--- src/design/edpc_pkg.sv ---
// Package: register index, bit positions, reset value and write mask for the pin control block
package edpc_pkg;
    localparam logic [7:0] EDPC_CTRL_INDEX = 8'h08;  // Register index on the sequencer data port
    localparam logic [7:0] EDPC_CTRL_RESET = 8'h00;  // Control reset value
    localparam int EDPC_B_SEL        = 0;  // Select output / select drive
    localparam int EDPC_B_DIN_EN     = 1;  // Data-in readback enable / data-in drive
    localparam int EDPC_B_CLK        = 2;  // Shift clock value / select readback
    localparam int EDPC_B_DATA       = 3;  // Data toward the EEPROM
    localparam int EDPC_B_OUT_EN     = 4;  // Turn ext pins into outputs
    localparam int EDPC_B_LATCH      = 5;  // Latch ext pin levels
    localparam int EDPC_B_MODE       = 6;  // DDC mode / 16-bit acknowledge disable
    localparam int EDPC_B_DIN_RB     = 7;  // Data-in readback
    // Which bits software may store
    localparam logic [7:0] EDPC_WR_MASK = 8'h7f;
endpackage

--- src/design/edpc_pins_if.sv ---
// Interface: pin-side signals between the control register and the pin driver
`timescale 1ns/1ns
interface edpc_pins_if;
    logic [7:0] ctrl;      // Stored control bits
    logic       pci_cfg;   // 1 on PCI or local-bus configuration
    modport regs (output ctrl, output pci_cfg);
    modport pins (input ctrl, input pci_cfg);
endinterface

--- src/design/edpc_pin_drive.sv ---
// Pin driver: computes next pin drive values from the control bits
`timescale 1ns/1ns
module edpc_pin_drive
    import edpc_pkg::*;
(
    edpc_pins_if.pins bus,          // Control bits from the register
    input  wire logic ddc_mode,     // Qualified DDC mode
    output logic      sel_o,        // Select pin output value
    output logic      sel_oe,       // Select pin output enable
    output logic      din_o,        // Data-in pin output value
    output logic      din_oe,       // Data-in pin output enable
    output logic      sync_o,       // Ext sync pin output value
    output logic      video_o,      // Ext video pin output value
    output logic      ext_oe        // Ext pins output enable
);
    // Pure combinational; the top registers the results
    always_comb begin
        if (ddc_mode && bus.pci_cfg) begin
            sel_o   = 1'b0;
            sel_oe  = ~bus.ctrl[EDPC_B_SEL];
            din_o   = 1'b0;
            din_oe  = ~bus.ctrl[EDPC_B_DIN_EN];
            ext_oe  = 1'b0;
        end else begin
            sel_o   = bus.ctrl[EDPC_B_SEL];
            sel_oe  = 1'b1;
            din_o   = 1'b0;
            din_oe  = 1'b0;
            ext_oe  = bus.ctrl[EDPC_B_OUT_EN];
        end
        sync_o  = bus.ctrl[EDPC_B_CLK];
        video_o = bus.ctrl[EDPC_B_DATA];
    end
endmodule

--- src/design/edpc_top.sv ---
// Top: EEPROM / DDC pin control register with indexed host port
//
// Overview of operation
// - On PCI or local-bus configurations bit 6 selects EEPROM meanings at 0 and DDC meanings at 1.
// - On ISA configurations bit 6 at 1 suppresses the 16-bit memory acknowledge.
// - In EEPROM mode bit 7 reads the data-in pin only while bit 1 is set, else zero.
// - In DDC mode bit 7 always reads the data-in pin.
// - In EEPROM mode bit 5 at 1 latches the ext pin levels that steer the video drivers.
// - In EEPROM mode bit 4 turns both ext pins into outputs, else they stay inputs.
// - With bit 4 set in EEPROM mode the ext video pin carries bit 3.
// - With bit 4 set in EEPROM mode the ext sync pin carries bit 2 as shift clock.
// - In DDC mode bit 2 is read-only and shows the select pin level.
// - In EEPROM mode bit 1 routes the data-in pin to readback bit 7.
// - In DDC mode bit 1 at 0 drives data-in low, at 1 releases it.
// - In EEPROM mode the select pin carries bit 0.
// - In DDC mode bit 0 at 0 drives select low, at 1 releases it.
// - In DDC mode bits 5, 4 and 3 have no function.
`timescale 1ns/1ns
module edpc_top
    import edpc_pkg::*;
(
    input  wire logic       mclk,          // Register clock, 100 MHz
    input  wire logic       rst,           // Asynchronous reset, active high
    input  wire logic       pci_cfg,       // 1 = PCI/local bus, 0 = ISA
    input  wire logic [7:0] io_index,      // Sequencer index register value
    input  wire logic       io_wr,         // Data port write strobe
    input  wire logic       io_rd,         // Data port read strobe
    input  wire logic [7:0] io_wdata,      // Write data
    output logic      [7:0] io_rdata,      // Read data, valid cycle after io_rd
    input  wire logic       mcs16_req_n,   // Core 16-bit memory acknowledge request
    output logic            mcs16_n,       // 16-bit memory acknowledge, active low
    input  wire logic       sel_i,         // Select pin level
    output logic            sel_o,         // Select pin output value
    output logic            sel_oe,        // Select pin output enable
    input  wire logic       din_i,         // Data-in pin level
    output logic            din_o,         // Data-in pin output value
    output logic            din_oe,        // Data-in pin output enable
    input  wire logic       sync_i,        // Ext sync pin level
    output logic            sync_o,        // Ext sync pin output value
    input  wire logic       video_i,       // Ext video pin level
    output logic            video_o,       // Ext video pin output value
    output logic            ext_oe,        // Ext pins output enable
    output logic            sync_ctrl,     // Sync/blank driver control
    output logic            video_ctrl     // Pixel bus driver control
);
    edpc_pins_if pif ();

    logic [7:0] ctrl_reg, ctrl_next;
    logic [7:0] rdata_reg, rdata_next;
    logic       sync_lat_reg, sync_lat_next;
    logic       video_lat_reg, video_lat_next;
    logic       mcs16_reg, mcs16_next;
    logic       sel_o_reg, sel_oe_reg, din_o_reg, din_oe_reg;
    logic       sync_o_reg, video_o_reg, ext_oe_reg;
    logic       sync_ctrl_reg, sync_ctrl_next, video_ctrl_reg, video_ctrl_next;
    logic       sel_o_c, sel_oe_c, din_o_c, din_oe_c, sync_o_c, video_o_c, ext_oe_c;
    logic       ddc_mode;
    logic       hit;

    assign pif.ctrl    = ctrl_reg;
    assign pif.pci_cfg = pci_cfg;

    // Bit 6 only switches meanings on PCI/local bus; on ISA it is the acknowledge disable
    assign ddc_mode = pci_cfg & ctrl_reg[EDPC_B_MODE];
    assign hit      = (io_index == EDPC_CTRL_INDEX);

    edpc_pin_drive u_drive (
        .bus     (pif.pins),
        .ddc_mode(ddc_mode),
        .sel_o   (sel_o_c),
        .sel_oe  (sel_oe_c),
        .din_o   (din_o_c),
        .din_oe  (din_oe_c),
        .sync_o  (sync_o_c),
        .video_o (video_o_c),
        .ext_oe  (ext_oe_c)
    );

    // Readback mixes stored bits with live pin levels
    function automatic logic [7:0] rd_value(input logic [7:0] c, input logic ddc,
                                            input logic din, input logic sel);
        logic [7:0] v;
        v = c & EDPC_WR_MASK;
        if (ddc) begin
            v[EDPC_B_DIN_RB] = din;
            v[EDPC_B_CLK]    = sel;
        end else begin
            v[EDPC_B_DIN_RB] = din & c[EDPC_B_DIN_EN];
        end
        return v;
    endfunction

    // Register write and read path
    always_comb begin
        ctrl_next  = ctrl_reg;
        rdata_next = rdata_reg;
        if (io_wr && hit) begin
            ctrl_next = io_wdata & EDPC_WR_MASK;
            // Select readback is read-only in DDC mode; keep the stored bit
            if (ddc_mode) begin
                ctrl_next[EDPC_B_CLK] = ctrl_reg[EDPC_B_CLK];
            end
        end
        if (io_rd) begin
            rdata_next = hit ? rd_value(ctrl_reg, ddc_mode, din_i, sel_i) : 8'h00;
        end
    end

    // Latches follow the pins until bit 5 freezes them
    always_comb begin
        sync_lat_next  = sync_lat_reg;
        video_lat_next = video_lat_reg;
        if (ddc_mode || !ctrl_reg[EDPC_B_LATCH]) begin
            sync_lat_next  = sync_i;
            video_lat_next = video_i;
        end
        // Latched value steers drivers; software keeps bit 5 set while outputs on
        if (!ddc_mode && ctrl_reg[EDPC_B_LATCH]) begin
            sync_ctrl_next  = sync_lat_reg;
            video_ctrl_next = video_lat_reg;
        end else begin
            sync_ctrl_next  = sync_i;
            video_ctrl_next = video_i;
        end
        // ISA: bit 6 masks the acknowledge; software owns the block-transfer hazard
        mcs16_next = mcs16_req_n | (~pci_cfg & ctrl_reg[EDPC_B_MODE]);
    end

    // All state and registered outputs
    always_ff @(posedge mclk or posedge rst) begin
        if (rst) begin
            ctrl_reg       <= EDPC_CTRL_RESET;
            rdata_reg      <= 8'h00;
            sync_lat_reg   <= 1'b0;
            video_lat_reg  <= 1'b0;
            mcs16_reg      <= 1'b1;
            sel_o_reg      <= 1'b0;
            sel_oe_reg     <= 1'b0;
            din_o_reg      <= 1'b0;
            din_oe_reg     <= 1'b0;
            sync_o_reg     <= 1'b0;
            video_o_reg    <= 1'b0;
            ext_oe_reg     <= 1'b0;
            sync_ctrl_reg  <= 1'b0;
            video_ctrl_reg <= 1'b0;
        end else begin
            ctrl_reg       <= ctrl_next;
            rdata_reg      <= rdata_next;
            sync_lat_reg   <= sync_lat_next;
            video_lat_reg  <= video_lat_next;
            mcs16_reg      <= mcs16_next;
            sel_o_reg      <= sel_o_c;
            sel_oe_reg     <= sel_oe_c;
            din_o_reg      <= din_o_c;
            din_oe_reg     <= din_oe_c;
            sync_o_reg     <= sync_o_c;
            video_o_reg    <= video_o_c;
            ext_oe_reg     <= ext_oe_c;
            sync_ctrl_reg  <= sync_ctrl_next;
            video_ctrl_reg <= video_ctrl_next;
        end
    end

    assign io_rdata   = rdata_reg;
    assign mcs16_n    = mcs16_reg;
    assign sel_o      = sel_o_reg;
    assign sel_oe     = sel_oe_reg;
    assign din_o      = din_o_reg;
    assign din_oe     = din_oe_reg;
    assign sync_o     = sync_o_reg;
    assign video_o    = video_o_reg;
    assign ext_oe     = ext_oe_reg;
    assign sync_ctrl  = sync_ctrl_reg;
    assign video_ctrl = video_ctrl_reg;

    // Checks
    a_rd_din_eeprom: assert property (@(posedge mclk) disable iff (rst)
        (io_rd && hit && !ddc_mode && !ctrl_reg[EDPC_B_DIN_EN]) |=> io_rdata[7] == 1'b0)
        else $error("Data-in readback not zero");
    a_rd_din_ddc: assert property (@(posedge mclk) disable iff (rst)
        (io_rd && hit && ddc_mode) |=> io_rdata[7] == $past(din_i))
        else $error("DDC data-in readback wrong");
    a_rd_din_route: assert property (@(posedge mclk) disable iff (rst)
        (io_rd && hit && !ddc_mode && ctrl_reg[EDPC_B_DIN_EN]) |=> io_rdata[7] == $past(din_i))
        else $error("Data-in routing wrong");
    a_rd_sel_ddc: assert property (@(posedge mclk) disable iff (rst)
        (io_rd && hit && ddc_mode) |=> io_rdata[2] == $past(sel_i))
        else $error("Select readback wrong");
    a_mcs16_mask: assert property (@(posedge mclk) disable iff (rst)
        (!pci_cfg && ctrl_reg[EDPC_B_MODE]) |=> mcs16_n)
        else $error("Acknowledge not suppressed");
    a_ext_oe_mode: assert property (@(posedge mclk) disable iff (rst)
        ddc_mode |=> !ext_oe)
        else $error("Ext pins driven in DDC mode");
    a_ext_data_drv: assert property (@(posedge mclk) disable iff (rst)
        (!ddc_mode && ctrl_reg[EDPC_B_OUT_EN]) |=> ext_oe && video_o == $past(ctrl_reg[3]))
        else $error("Video pin data wrong");
    a_ext_clk_drv: assert property (@(posedge mclk) disable iff (rst)
        (!ddc_mode && ctrl_reg[EDPC_B_OUT_EN]) |=> sync_o == $past(ctrl_reg[2]))
        else $error("Shift clock wrong");
    a_sel_eeprom: assert property (@(posedge mclk) disable iff (rst)
        !ddc_mode |=> sel_oe && sel_o == $past(ctrl_reg[0]))
        else $error("Select pin wrong");
    a_sel_ddc_od: assert property (@(posedge mclk) disable iff (rst)
        ddc_mode |=> !sel_o && sel_oe == !$past(ctrl_reg[0]))
        else $error("Select open drain wrong");
    a_din_ddc_od: assert property (@(posedge mclk) disable iff (rst)
        ddc_mode |=> !din_o && din_oe == !$past(ctrl_reg[1]))
        else $error("Data-in open drain wrong");
    a_latch_hold: assert property (@(posedge mclk) disable iff (rst)
        (!ddc_mode && ctrl_reg[EDPC_B_LATCH] && $stable(ctrl_reg))
        |=> $stable(sync_lat_reg) && $stable(video_lat_reg))
        else $error("Latch not held");
    a_ctrl_direct: assert property (@(posedge mclk) disable iff (rst)
        (!ddc_mode && !ctrl_reg[EDPC_B_LATCH])
        |=> sync_ctrl == $past(sync_i) && video_ctrl == $past(video_i))
        else $error("Driver control not following pins");
    // Checked from the raw bits, so a broken mode decode cannot hide behind itself
    a_mode_select: assert property (@(posedge mclk) disable iff (rst)
        pci_cfg |=> sel_oe == ($past(ctrl_reg[EDPC_B_MODE]) ? !$past(ctrl_reg[EDPC_B_SEL]) : 1'b1))
        else $error("Mode decode wrong");
    a_sel_rb_ro: assert property (@(posedge mclk) disable iff (rst)
        (io_wr && hit && ddc_mode) |=> ctrl_reg[EDPC_B_CLK] == $past(ctrl_reg[EDPC_B_CLK]))
        else $error("Select readback bit written");
    a_reserved_bits: assert property (@(posedge mclk) disable iff (rst)
        (ddc_mode && $changed(ctrl_reg[5:3])) |=> !ext_oe)
        else $error("Reserved bits have effect");
endmodule

--- config.mk ---
export PLATFORM = sky130hd
export DESIGN_NAME = edpc_top
export DESIGN_NICKNAME = d
export VERILOG_FILES = /design/src/design/edpc_pkg.sv /design/src/design/edpc_pins_if.sv /design/src/design/edpc_pin_drive.sv /design/src/design/edpc_top.sv
export SDC_FILE = /design/constraint.sdc
export NUM_CORES = 1
export LEC_CHECK = 0
export ABC_CLOCK_PERIOD_IN_PS = 3100
export BUFFER_PORTS_ARGS = -buffer_cell sky130_fd_sc_hd__buf_2
export CELL_PAD_IN_SITES_DETAIL_PLACEMENT = 1
export CELL_PAD_IN_SITES_GLOBAL_PLACEMENT = 2
export CORE_MARGIN = 3
export CORE_UTILIZATION = 32
export CTS_CLUSTER_DIAMETER = 100
export DETAILED_ROUTE_END_ITERATION = 7
export GPL_ROUTABILITY_DRIVEN = 0
export PLACE_DENSITY = 0.8
export REMOVE_ABC_BUFFERS = 1
export SYNTH_ARGS = -nofsm -noshare
export SYNTH_HDL_FRONTEND = slang
export SYNTH_HIERARCHICAL = 1
export SYNTH_SLANG_ARGS = --single-unit
--- constraint.sdc ---
create_clock -name mclk -period 3.1 [get_ports mclk]
set_input_delay 0.31 -clock mclk [delete_from_list [all_inputs] [get_ports mclk]]
set_output_delay 0.31 -clock mclk [all_outputs]
set_load 0.1 [all_outputs]
==> results of run 1 <==
[path summary, 6_finish.rpt]
| path | start | end | slack, ns |
|---|---|---|---|
| max | mcs16_n | mcs16_n | 1.53 |
| min | mcs16_req_n | mcs16_n | 0.17 |
| max reg2reg | ctrl_reg[6] | sync_ctrl | 1.90 |
| min reg2reg | ctrl_reg[3] | video_o | 0.43 |
| max in group asynchronous | rst | io_rdata[0] | 2.30 |
| min in group asynchronous | rst | din_o | 0.19 |
[through the flow]
stage	setup slack [ns]	instance area [um2]	hold slack, ns	total power [mW]
floorplan	1.814	1064	0.3620	0.4383
global placement	1.622	1329	0.3859	0.4686
detailed placement	1.609	1329	0.3961	0.4715
CTS	1.519	1356	0.1710	0.6190
global route	1.488	1356	0.1537	0.6449
finish	1.528	1356	0.1735	0.6140
[cell type report]
cell class	instances	area (um2)	share of cell area [%]
clock buffers	3	22.52	1.661
clock inverters	1	5.005	0.3690
inverters	5	18.77	1.384
multi-input cells	40	367.9	27.12
flip-flops and latches	27	676.9	49.91
well taps	44	55.05	4.059
repair buffers	42	210.2	15.50
[report_power, final]
part	switching, mW	internal, mW	leakage (nW)
clock network	0.103	0.0483	0.0177
logic	0.0674	0.0262	0.347
registers	0.00569	0.364	0.355
[metal layers]
metal	up-vias	wire length (um)	track usage [%]
li1	343	-	-
met1	357	1001	15.57
met2	27	1103	19.20
met3	2	176	3.515
met4	0	11	3.166
met5	-	0	0
==> qor.csv, run 1 <==
stage,metric,value,unit
cts,Clock Path Buffers,2,
synth,Synth warnings,6,
synth,Post-Syn Area,1086,um2
placement,Inst Count DP,158,
hold_path,Hold Path Depth,2,
final_layout,most frequent cells in the layout,"buf_2, dfrtp_1, nand2_1",
global_route,global-route wire length before repair,3815,um
sta,post-route minimum period,1.572,ns
cts,H-tree depth,1,
run,Max Cap Viol,0,
global_route,largest net degree at the start of global routing,28,
cts,"Setup Fix Bufs, Post-CTS",0,
sta,Slew headroom,33.34,%
critical_path,Crit path largest cell delay,0.54,ns
cts,Clock Tree Root,clkbuf_4,
critical_path,R2R cell count,3,
critical_path,CP Cell Sequence,buf_2,
cts,"Reg clk slew, reported paths",0.14,ns
sta,Fin. Hold Viols,0,
sta,"Slew Viols, Final",0,
final_layout,Finished Layout Cells,162,
final_layout,n_diodes,0,
placement,HPWL Detailed,1775,um
detailed_routing,post-DR vias/cell,4.500,
cts,TritonCTS buffer count,3,
final_layout,Area Growth Syn to Fin,24.88,%
cts,cts-stage hold buffer count,0,
detailed_routing,Routed Antenna Nets,0,
synth,Mapped Cells,75,
die,core area,3153,um2
detailed_routing,routed length per placed instance,14.15,um
final_layout,max reg flops,8,
detailed_routing,1st-iter DRT viols,16,
critical_path,cell with the largest stage delay on the worst path,dfstp_2,
cts,clk_lat worst skew,0.32,ns
cts,CTS resizes,0,
hold_path,Hold/Removal Path Class,in2reg,
critical_path,critical path class,reg2out,
die,number of core rows,20,
global_route,Total GRT Usage,11.90,%
critical_path,CP startpoint kind,flip-flop,
sta,final clock skew,0.005908,ns
final_layout,fraction of layout cells with a size suffix above 1,50.85,%
sta,RSZ-0062 raised after global routing,false,
detailed_routing,via count,729,
die,area of the die,4129,um2
final_layout,Final Util,43.02,%
sta,final setup vio count,0,
critical_path,Levels on crit path,1,
critical_path,Worst EP arrival,1.26,ns
final_layout,"commonest non-fill, non-tap cell in the layout",buf_2,
critical_path,"Req. time, crit path",2.79,ns
critical_path,peak fanout along the critical path,1,
sta,Slew @ Worst Pin,0.9988,ns
power,cell leakage power,0.7199,nW
die,die height,64.26,um
placement,IO Port Bufs,42,
outcome,status,"finished, final reports clean",
power,peak supply drop,158.5,uV
die,Die W,64.26,um
detailed_routing,DRT Pass-1 Iters,2,
detailed_routing,final WL,2292,um
cts,TritonCTS clock tree,yes,
power,pwr dens,452.7,nW/um2
global_route,grt ovf,0,
synth,syn_area_per_cell,14.48,um2
detailed_routing,DRC viols,0,
sta,period utilisation layout,50.70,%
final_layout,Fillers,357,
critical_path,crit end category,output pin,
global_route,vias in the first global route,770,
sta,Setup TNS,0,ns
critical_path,CP Buf/Inv Count,1,
die,Starting Density,34.44,%
global_route,initial antenna violation count,0,
die,num ports,44,
final_layout,Layout Nets,145,
critical_path,"delay-heaviest family, CP",flip-flops,
cts,CTS Sinks,27,
sta,maximum clock rate,0.6363,GHz
(Power assumes the default switching activity.)
==> inputs of run 2 (changes only) <==
--- a/config.mk
+++ b/config.mk
@@ -5,16 +5,17 @@
 export SDC_FILE = /design/constraint.sdc
 export NUM_CORES = 1
 export LEC_CHECK = 0
-export ABC_CLOCK_PERIOD_IN_PS = 3100
+export ABC_AREA = 1
+export ABC_CLOCK_PERIOD_IN_PS = 1400
 export BUFFER_PORTS_ARGS = -buffer_cell sky130_fd_sc_hd__buf_2
 export CELL_PAD_IN_SITES_DETAIL_PLACEMENT = 1
 export CELL_PAD_IN_SITES_GLOBAL_PLACEMENT = 2
 export CORE_MARGIN = 3
-export CORE_UTILIZATION = 32
+export CORE_UTILIZATION = 24
 export CTS_CLUSTER_DIAMETER = 100
 export DETAILED_ROUTE_END_ITERATION = 7
 export GPL_ROUTABILITY_DRIVEN = 0
-export PLACE_DENSITY = 0.8
+export PLACE_DENSITY = 0.71
 export REMOVE_ABC_BUFFERS = 1
 export SYNTH_ARGS = -nofsm -noshare
 export SYNTH_HDL_FRONTEND = slang
==> constraint.sdc (replaced) <==
create_clock -name mclk -period 1.4 [get_ports mclk]
set_input_delay 0.14 -clock mclk [delete_from_list [all_inputs] [get_ports mclk]]
set_output_delay 0.14 -clock mclk [all_outputs]
set_load 0.1 [all_outputs]
==> qor.csv, run 2 <==
stage,metric,value,unit
global_route,largest net degree at the start of global routing,28,
detailed_routing,DRT Pass-1 Iters,4,
final_layout,"commonest non-fill, non-tap cell in the layout",buf_2,
power,combinational power share,14.0,%
synth,syn_area_per_cell,9.766,um2
die,Starting Density,25.63,%
final_layout,post-route cell area,1369,um2
synth,Synth warnings,6,
sta,maximum clock rate,0.8294,GHz
sta,"Slew Viols, Final",0,
final_layout,Area Growth Syn to Fin,29.77,%
detailed_routing,final WL,2462,um
die,num ports,44,
power,Sw Share,26.25,%
detailed_routing,routed length per placed instance,12.25,um
detailed_routing,Routed Antenna Nets,0,
sta,period utilisation layout,86.12,%
power,pwr dens,1052,nW/um2
detailed_routing,via count,848,
placement,Placement Setup Slack,0.2028,ns
global_route,grt ovf,0,
critical_path,CP Cell Sequence,buf_2,
power,Psw,0.3780,mW
die,die height,72.30,um
detailed_routing,DRC viols,0,
placement,placed cell areas,1314,um2
sta,Fin. Hold Viols,0,
cts,Clock Path Buffers,2,
power,cell leakage power,0.7640,nW
critical_path,"Req. time, crit path",1.26,ns
global_route,Total GRT Usage,10.49,%
placement,HPWL Detailed,2011,um
critical_path,"delay-heaviest family, CP",buffers and inverters,
outcome,status,"finished, final reports clean",
sta,Setup TNS,0,ns
die,core area,4115,um2
sta,RSZ-0062 raised after global routing,false,
global_route,initial antenna violation count,0,
final_layout,fraction of layout cells with a size suffix above 1,33.77,%
power,Clk network pwr share,29.2,%
critical_path,Worst EP arrival,1.07,ns
detailed_routing,post-DR vias/cell,4.219,
final_layout,register area,676.9,um2
final_layout,Layout Nets,178,
die,number of core rows,23,
sta,final clock skew,0.002162,ns
placement,IO Port Bufs,42,
power,Pint,1.062,mW
cts,TritonCTS buffer count,3,
final_layout,max reg flops,8,
cts,H-tree depth,1,
cts,Clock Tree Root,clkbuf_8,
cts,clk_lat worst skew,0.26,ns
sta,final worst-path setup slack,0.1943,ns
synth,Mapped Cells,108,
hold_path,Hold/Removal Path Class,in2reg,
run,Max Cap Viol,0,
die,area of the die,5227,um2
global_route,vias in the first global route,967,
critical_path,Crit path largest cell delay,0.43,ns
critical_path,CP Buf/Inv Count,1,
critical_path,crit end category,output pin,
critical_path,CP startpoint kind,flip-flop,
detailed_routing,1st-iter DRT viols,38,
cts,TritonCTS clock tree,yes,
sta,post-route minimum period,1.206,ns
critical_path,cell with the largest stage delay on the worst path,buf_2,
final_layout,most frequent cells in the layout,"buf_2, nand2_1, dfrtp_1",
power,Reg power frac,56.7,%
final_layout,Fillers,499,
sta,final setup vio count,0,
critical_path,peak fanout along the critical path,2,
synth,Post-Syn Area,1055,um2
final_layout,n_diodes,0,
final_layout,area of the multi-input gates,307.8,um2
cts,"Reg clk slew, reported paths",0.08,ns
cts,CTS resizes,0,
cts,CTS Sinks,27,
critical_path,critical path class,reg2out,
power,peak supply drop,330.5,uV
global_route,global-route wire length before repair,4222,um
die,Die W,72.30,um
[run 2: timing repair]
action | in CTS | in global routing
hold buffers | 1 | 0
endpoints found under the hold margin | 26 | 0
setup buffers | 0 | 0
[run 2: per-stage QoR]
| step | power (mW) | util [%] | hold WS [ns] | std cells |
|---|---|---|---|---|
| 5_1_grt | 1.519 | 33.26 | 0.07720 | 201 |
| 6_report | 1.440 | 33.26 | 0.06893 | 201 |
| 2_1_floorplan | 0.9589 | - | 0.1920 | 102 |
| 3_3_place_gp | 1.032 | 31.92 | 0.2078 | 196 |
| 3_5_place_dp | 1.037 | 31.92 | 0.2321 | 196 |
| 4_1_cts | 1.468 | 33.26 | 0.06293 | 201 |
[run 2: final cells by class]
class                           count  area share (%)
Sequential cell                    27           49.45
Multi-Input combinational cell     68           22.49
Timing Repair Buffer               45           18.28
Tap cell                           50           4.570
Clock buffer                        4           3.291
Inverter                            7           1.920
[run 2: path summary, 6_finish.rpt]
path                                  start           to  slack (ns)  cells after the start
worst max-delay path            io_rdata[0]  io_rdata[0]        0.19                      1
worst min-delay path            mcs16_req_n      mcs16_n        0.07                      2
worst max register to register  ctrl_reg[6]   video_ctrl        0.29                      3
worst min register to register  ctrl_reg[2]       sync_o        0.41                      0
max in group asynchronous               rst      mcs16_n        0.62                      4
min in group asynchronous               rst  ctrl_reg[4]        0.47                      4
[run 2: power by group through the flow]
stage	Sequential, mW	Clock [mW]	Combinational (mW)
floorplan	0.918	0	0.0411
global placement	0.833	0	0.199
detailed placement	0.833	0	0.204
CTS	0.818	0.444	0.206
global route	0.821	0.478	0.219
finish	0.817	0.421	0.202
[run 2: layer usage]
metal	vias up	wire (um)	global-route usage, %	part of all wire (%)
met2	29	1278	19.11	52
met4	0	30	4.384	1.2
li1	420	-	-	-
met5	-	0	0	0
met3	2	220	3.601	8.9
met1	397	932	10.86	38
==> inputs of run 3 (changes only) <==
--- a/config.mk
+++ b/config.mk
@@ -17,6 +17,7 @@
 export GPL_ROUTABILITY_DRIVEN = 0
 export PLACE_DENSITY = 0.71
 export REMOVE_ABC_BUFFERS = 1
+export SETUP_SLACK_MARGIN = 0.5
 export SYNTH_ARGS = -nofsm -noshare
 export SYNTH_HDL_FRONTEND = slang
 export SYNTH_HIERARCHICAL = 1
==> qor.csv, run 3 (synthesis gave the netlist of run 2 again) <==
stage,metric,value,unit
detailed_routing,1st-iter DRT viols,33,
critical_path,Worst EP arrival,0.99,ns
final_layout,Area Growth Syn to Fin,59.43,%
cts,clk_lat worst skew,0.26,ns
die,area of the die,5227,um2
outcome,status,"finished, final reports clean",
sta,RSZ-0062 raised after global routing,true,
cts,CTS Sinks,27,
global_route,Total GRT Usage,10.87,%
sta,final setup vio count,0,
final_layout,Fillers,470,
final_layout,area of the multi-input gates,345.3,um2
global_route,initial antenna violation count,0,
detailed_routing,DRT Pass-1 Iters,4,
detailed_routing,via count,896,
cts,Clock Tree Root,clkbuf_8,
sta,Fin. Hold Viols,0,
cts,TritonCTS buffer count,3,
die,Die W,72.30,um
power,peak supply drop,340.4,uV
die,Starting Density,25.63,%
hold_path,Hold/Removal Path Class,in2reg,
final_layout,most frequent cells in the layout,"nand2_1, dfrtp_1, buf_2",
critical_path,"delay-heaviest family, CP",flip-flops,
die,die height,72.30,um
detailed_routing,Routed Antenna Nets,0,
detailed_routing,routed length per placed instance,12.77,um
final_layout,fraction of layout cells with a size suffix above 1,42.04,%
critical_path,Crit path largest cell delay,0.56,ns
final_layout,n_diodes,0,
critical_path,"Req. time, crit path",1.26,ns
final_layout,max reg flops,8,
global_route,grt ovf,0,
sta,"Slew Viols, Final",0,
die,num ports,44,
detailed_routing,post-DR vias/cell,4.329,
critical_path,Worst Setup SP,mcs16_n,
detailed_routing,final WL,2643,um
critical_path,CP Buf/Inv Count,1,
run,Max Cap Viol,0,
cts,"Reg clk slew, reported paths",0.08,ns
sta,final clock skew,0.001966,ns
sta,final worst-path setup slack,0.2675,ns
global_route,largest net degree at the start of global routing,28,
cts,H-tree depth,1,
die,core area,4115,um2
power,cell leakage power,0.8544,nW
sta,maximum clock rate,0.8830,GHz
cts,Clock Path Buffers,2,
critical_path,CP Cell Sequence,buf_12,
critical_path,Levels on crit path,1,
placement,Inst Count DP,196,
critical_path,R2R cell count,3,
final_layout,Finished Layout Cells,207,
critical_path,critical path class,reg2out,
critical_path,cell with the largest stage delay on the worst path,dfstp_2,
die,number of core rows,23,
critical_path,CP startpoint kind,flip-flop,
sta,Setup TNS,0,ns
cts,TritonCTS clock tree,yes,
critical_path,CP Capture Point,mcs16_n,
sta,post-route minimum period,1.133,ns
power,pwr dens,884.8,nW/um2
global_route,vias in the first global route,1000,
final_layout,register area,676.9,um2
sta,period utilisation layout,80.90,%
global_route,global-route wire length before repair,4381,um
critical_path,peak fanout along the critical path,1,
placement,IO Port Bufs,42,
placement,Placement Setup Slack,0.2028,ns
detailed_routing,DRC viols,0,
final_layout,Layout Nets,184,
critical_path,reg-to-reg startpoint,ctrl_reg[6],
final_layout,"commonest non-fill, non-tap cell in the layout",nand2_1,
critical_path,worst r2r dst,video_lat_reg,
critical_path,R2R setup slack,0.38,ns
placement,HPWL Detailed,2011,um
critical_path,crit end category,output pin,
[run 3: worst min-delay path by stage]
stage               cells after the start  slack (ns)           to        start
finish                                  2        0.07      mcs16_n  mcs16_req_n
CTS                                     2        0.06      mcs16_n  mcs16_req_n
global placement                        3        0.21        din_o          rst
floorplan                               1        0.19  ctrl_reg[0]          rst
detailed placement                      3        0.23        din_o          rst
global route                            2        0.08      mcs16_n  mcs16_req_n
[run 3: report_power, final]
part           leakage [nW]  internal [mW]  switching, mW
registers             0.355          0.805         0.0190
logic                 0.477         0.0876          0.155
clock network        0.0228          0.203          0.219
[run 3: area by class of cell]
class | instances | area share, %
tap | 50 | 3.720
clock buffer | 4 | 2.679
timing repair buffer | 51 | 30.80
inverter | 7 | 2.009
sequential | 27 | 40.25
multi-input combinational | 68 | 20.54
[run 3: timing repair]
item                       4_1_cts  5_1_grt
buffers inserted                 3        3
cloned                           0        0
gates resized for setup         63       16
hold endpoints to repair        26        0
setup endpoints to repair       29       33
hold buffers                     1        0
pin swaps                        3        7
[run 3: metal layers]
layer / GRT usage (%) / routed length, um
met2: 20.32 / 1429
met1: 11.03 / 1006
met5: 0 / 0
met4: 4.384 / 30
met3: 3.463 / 176
[run 3: metrics by stage]
step | hold WS (ns) | total power, mW | cell area, um2 | utilization (%)
after floorplan | 0.1920 | 0.9589 | 1011 | -
after global placement | 0.2078 | 1.032 | 1314 | 31.92
after detailed placement | 0.2321 | 1.037 | 1314 | 31.92
after CTS | 0.06293 | 1.505 | 1603 | 38.95
after global routing | 0.07747 | 1.566 | 1682 | 40.86
final | 0.06856 | 1.488 | 1682 | 40.86
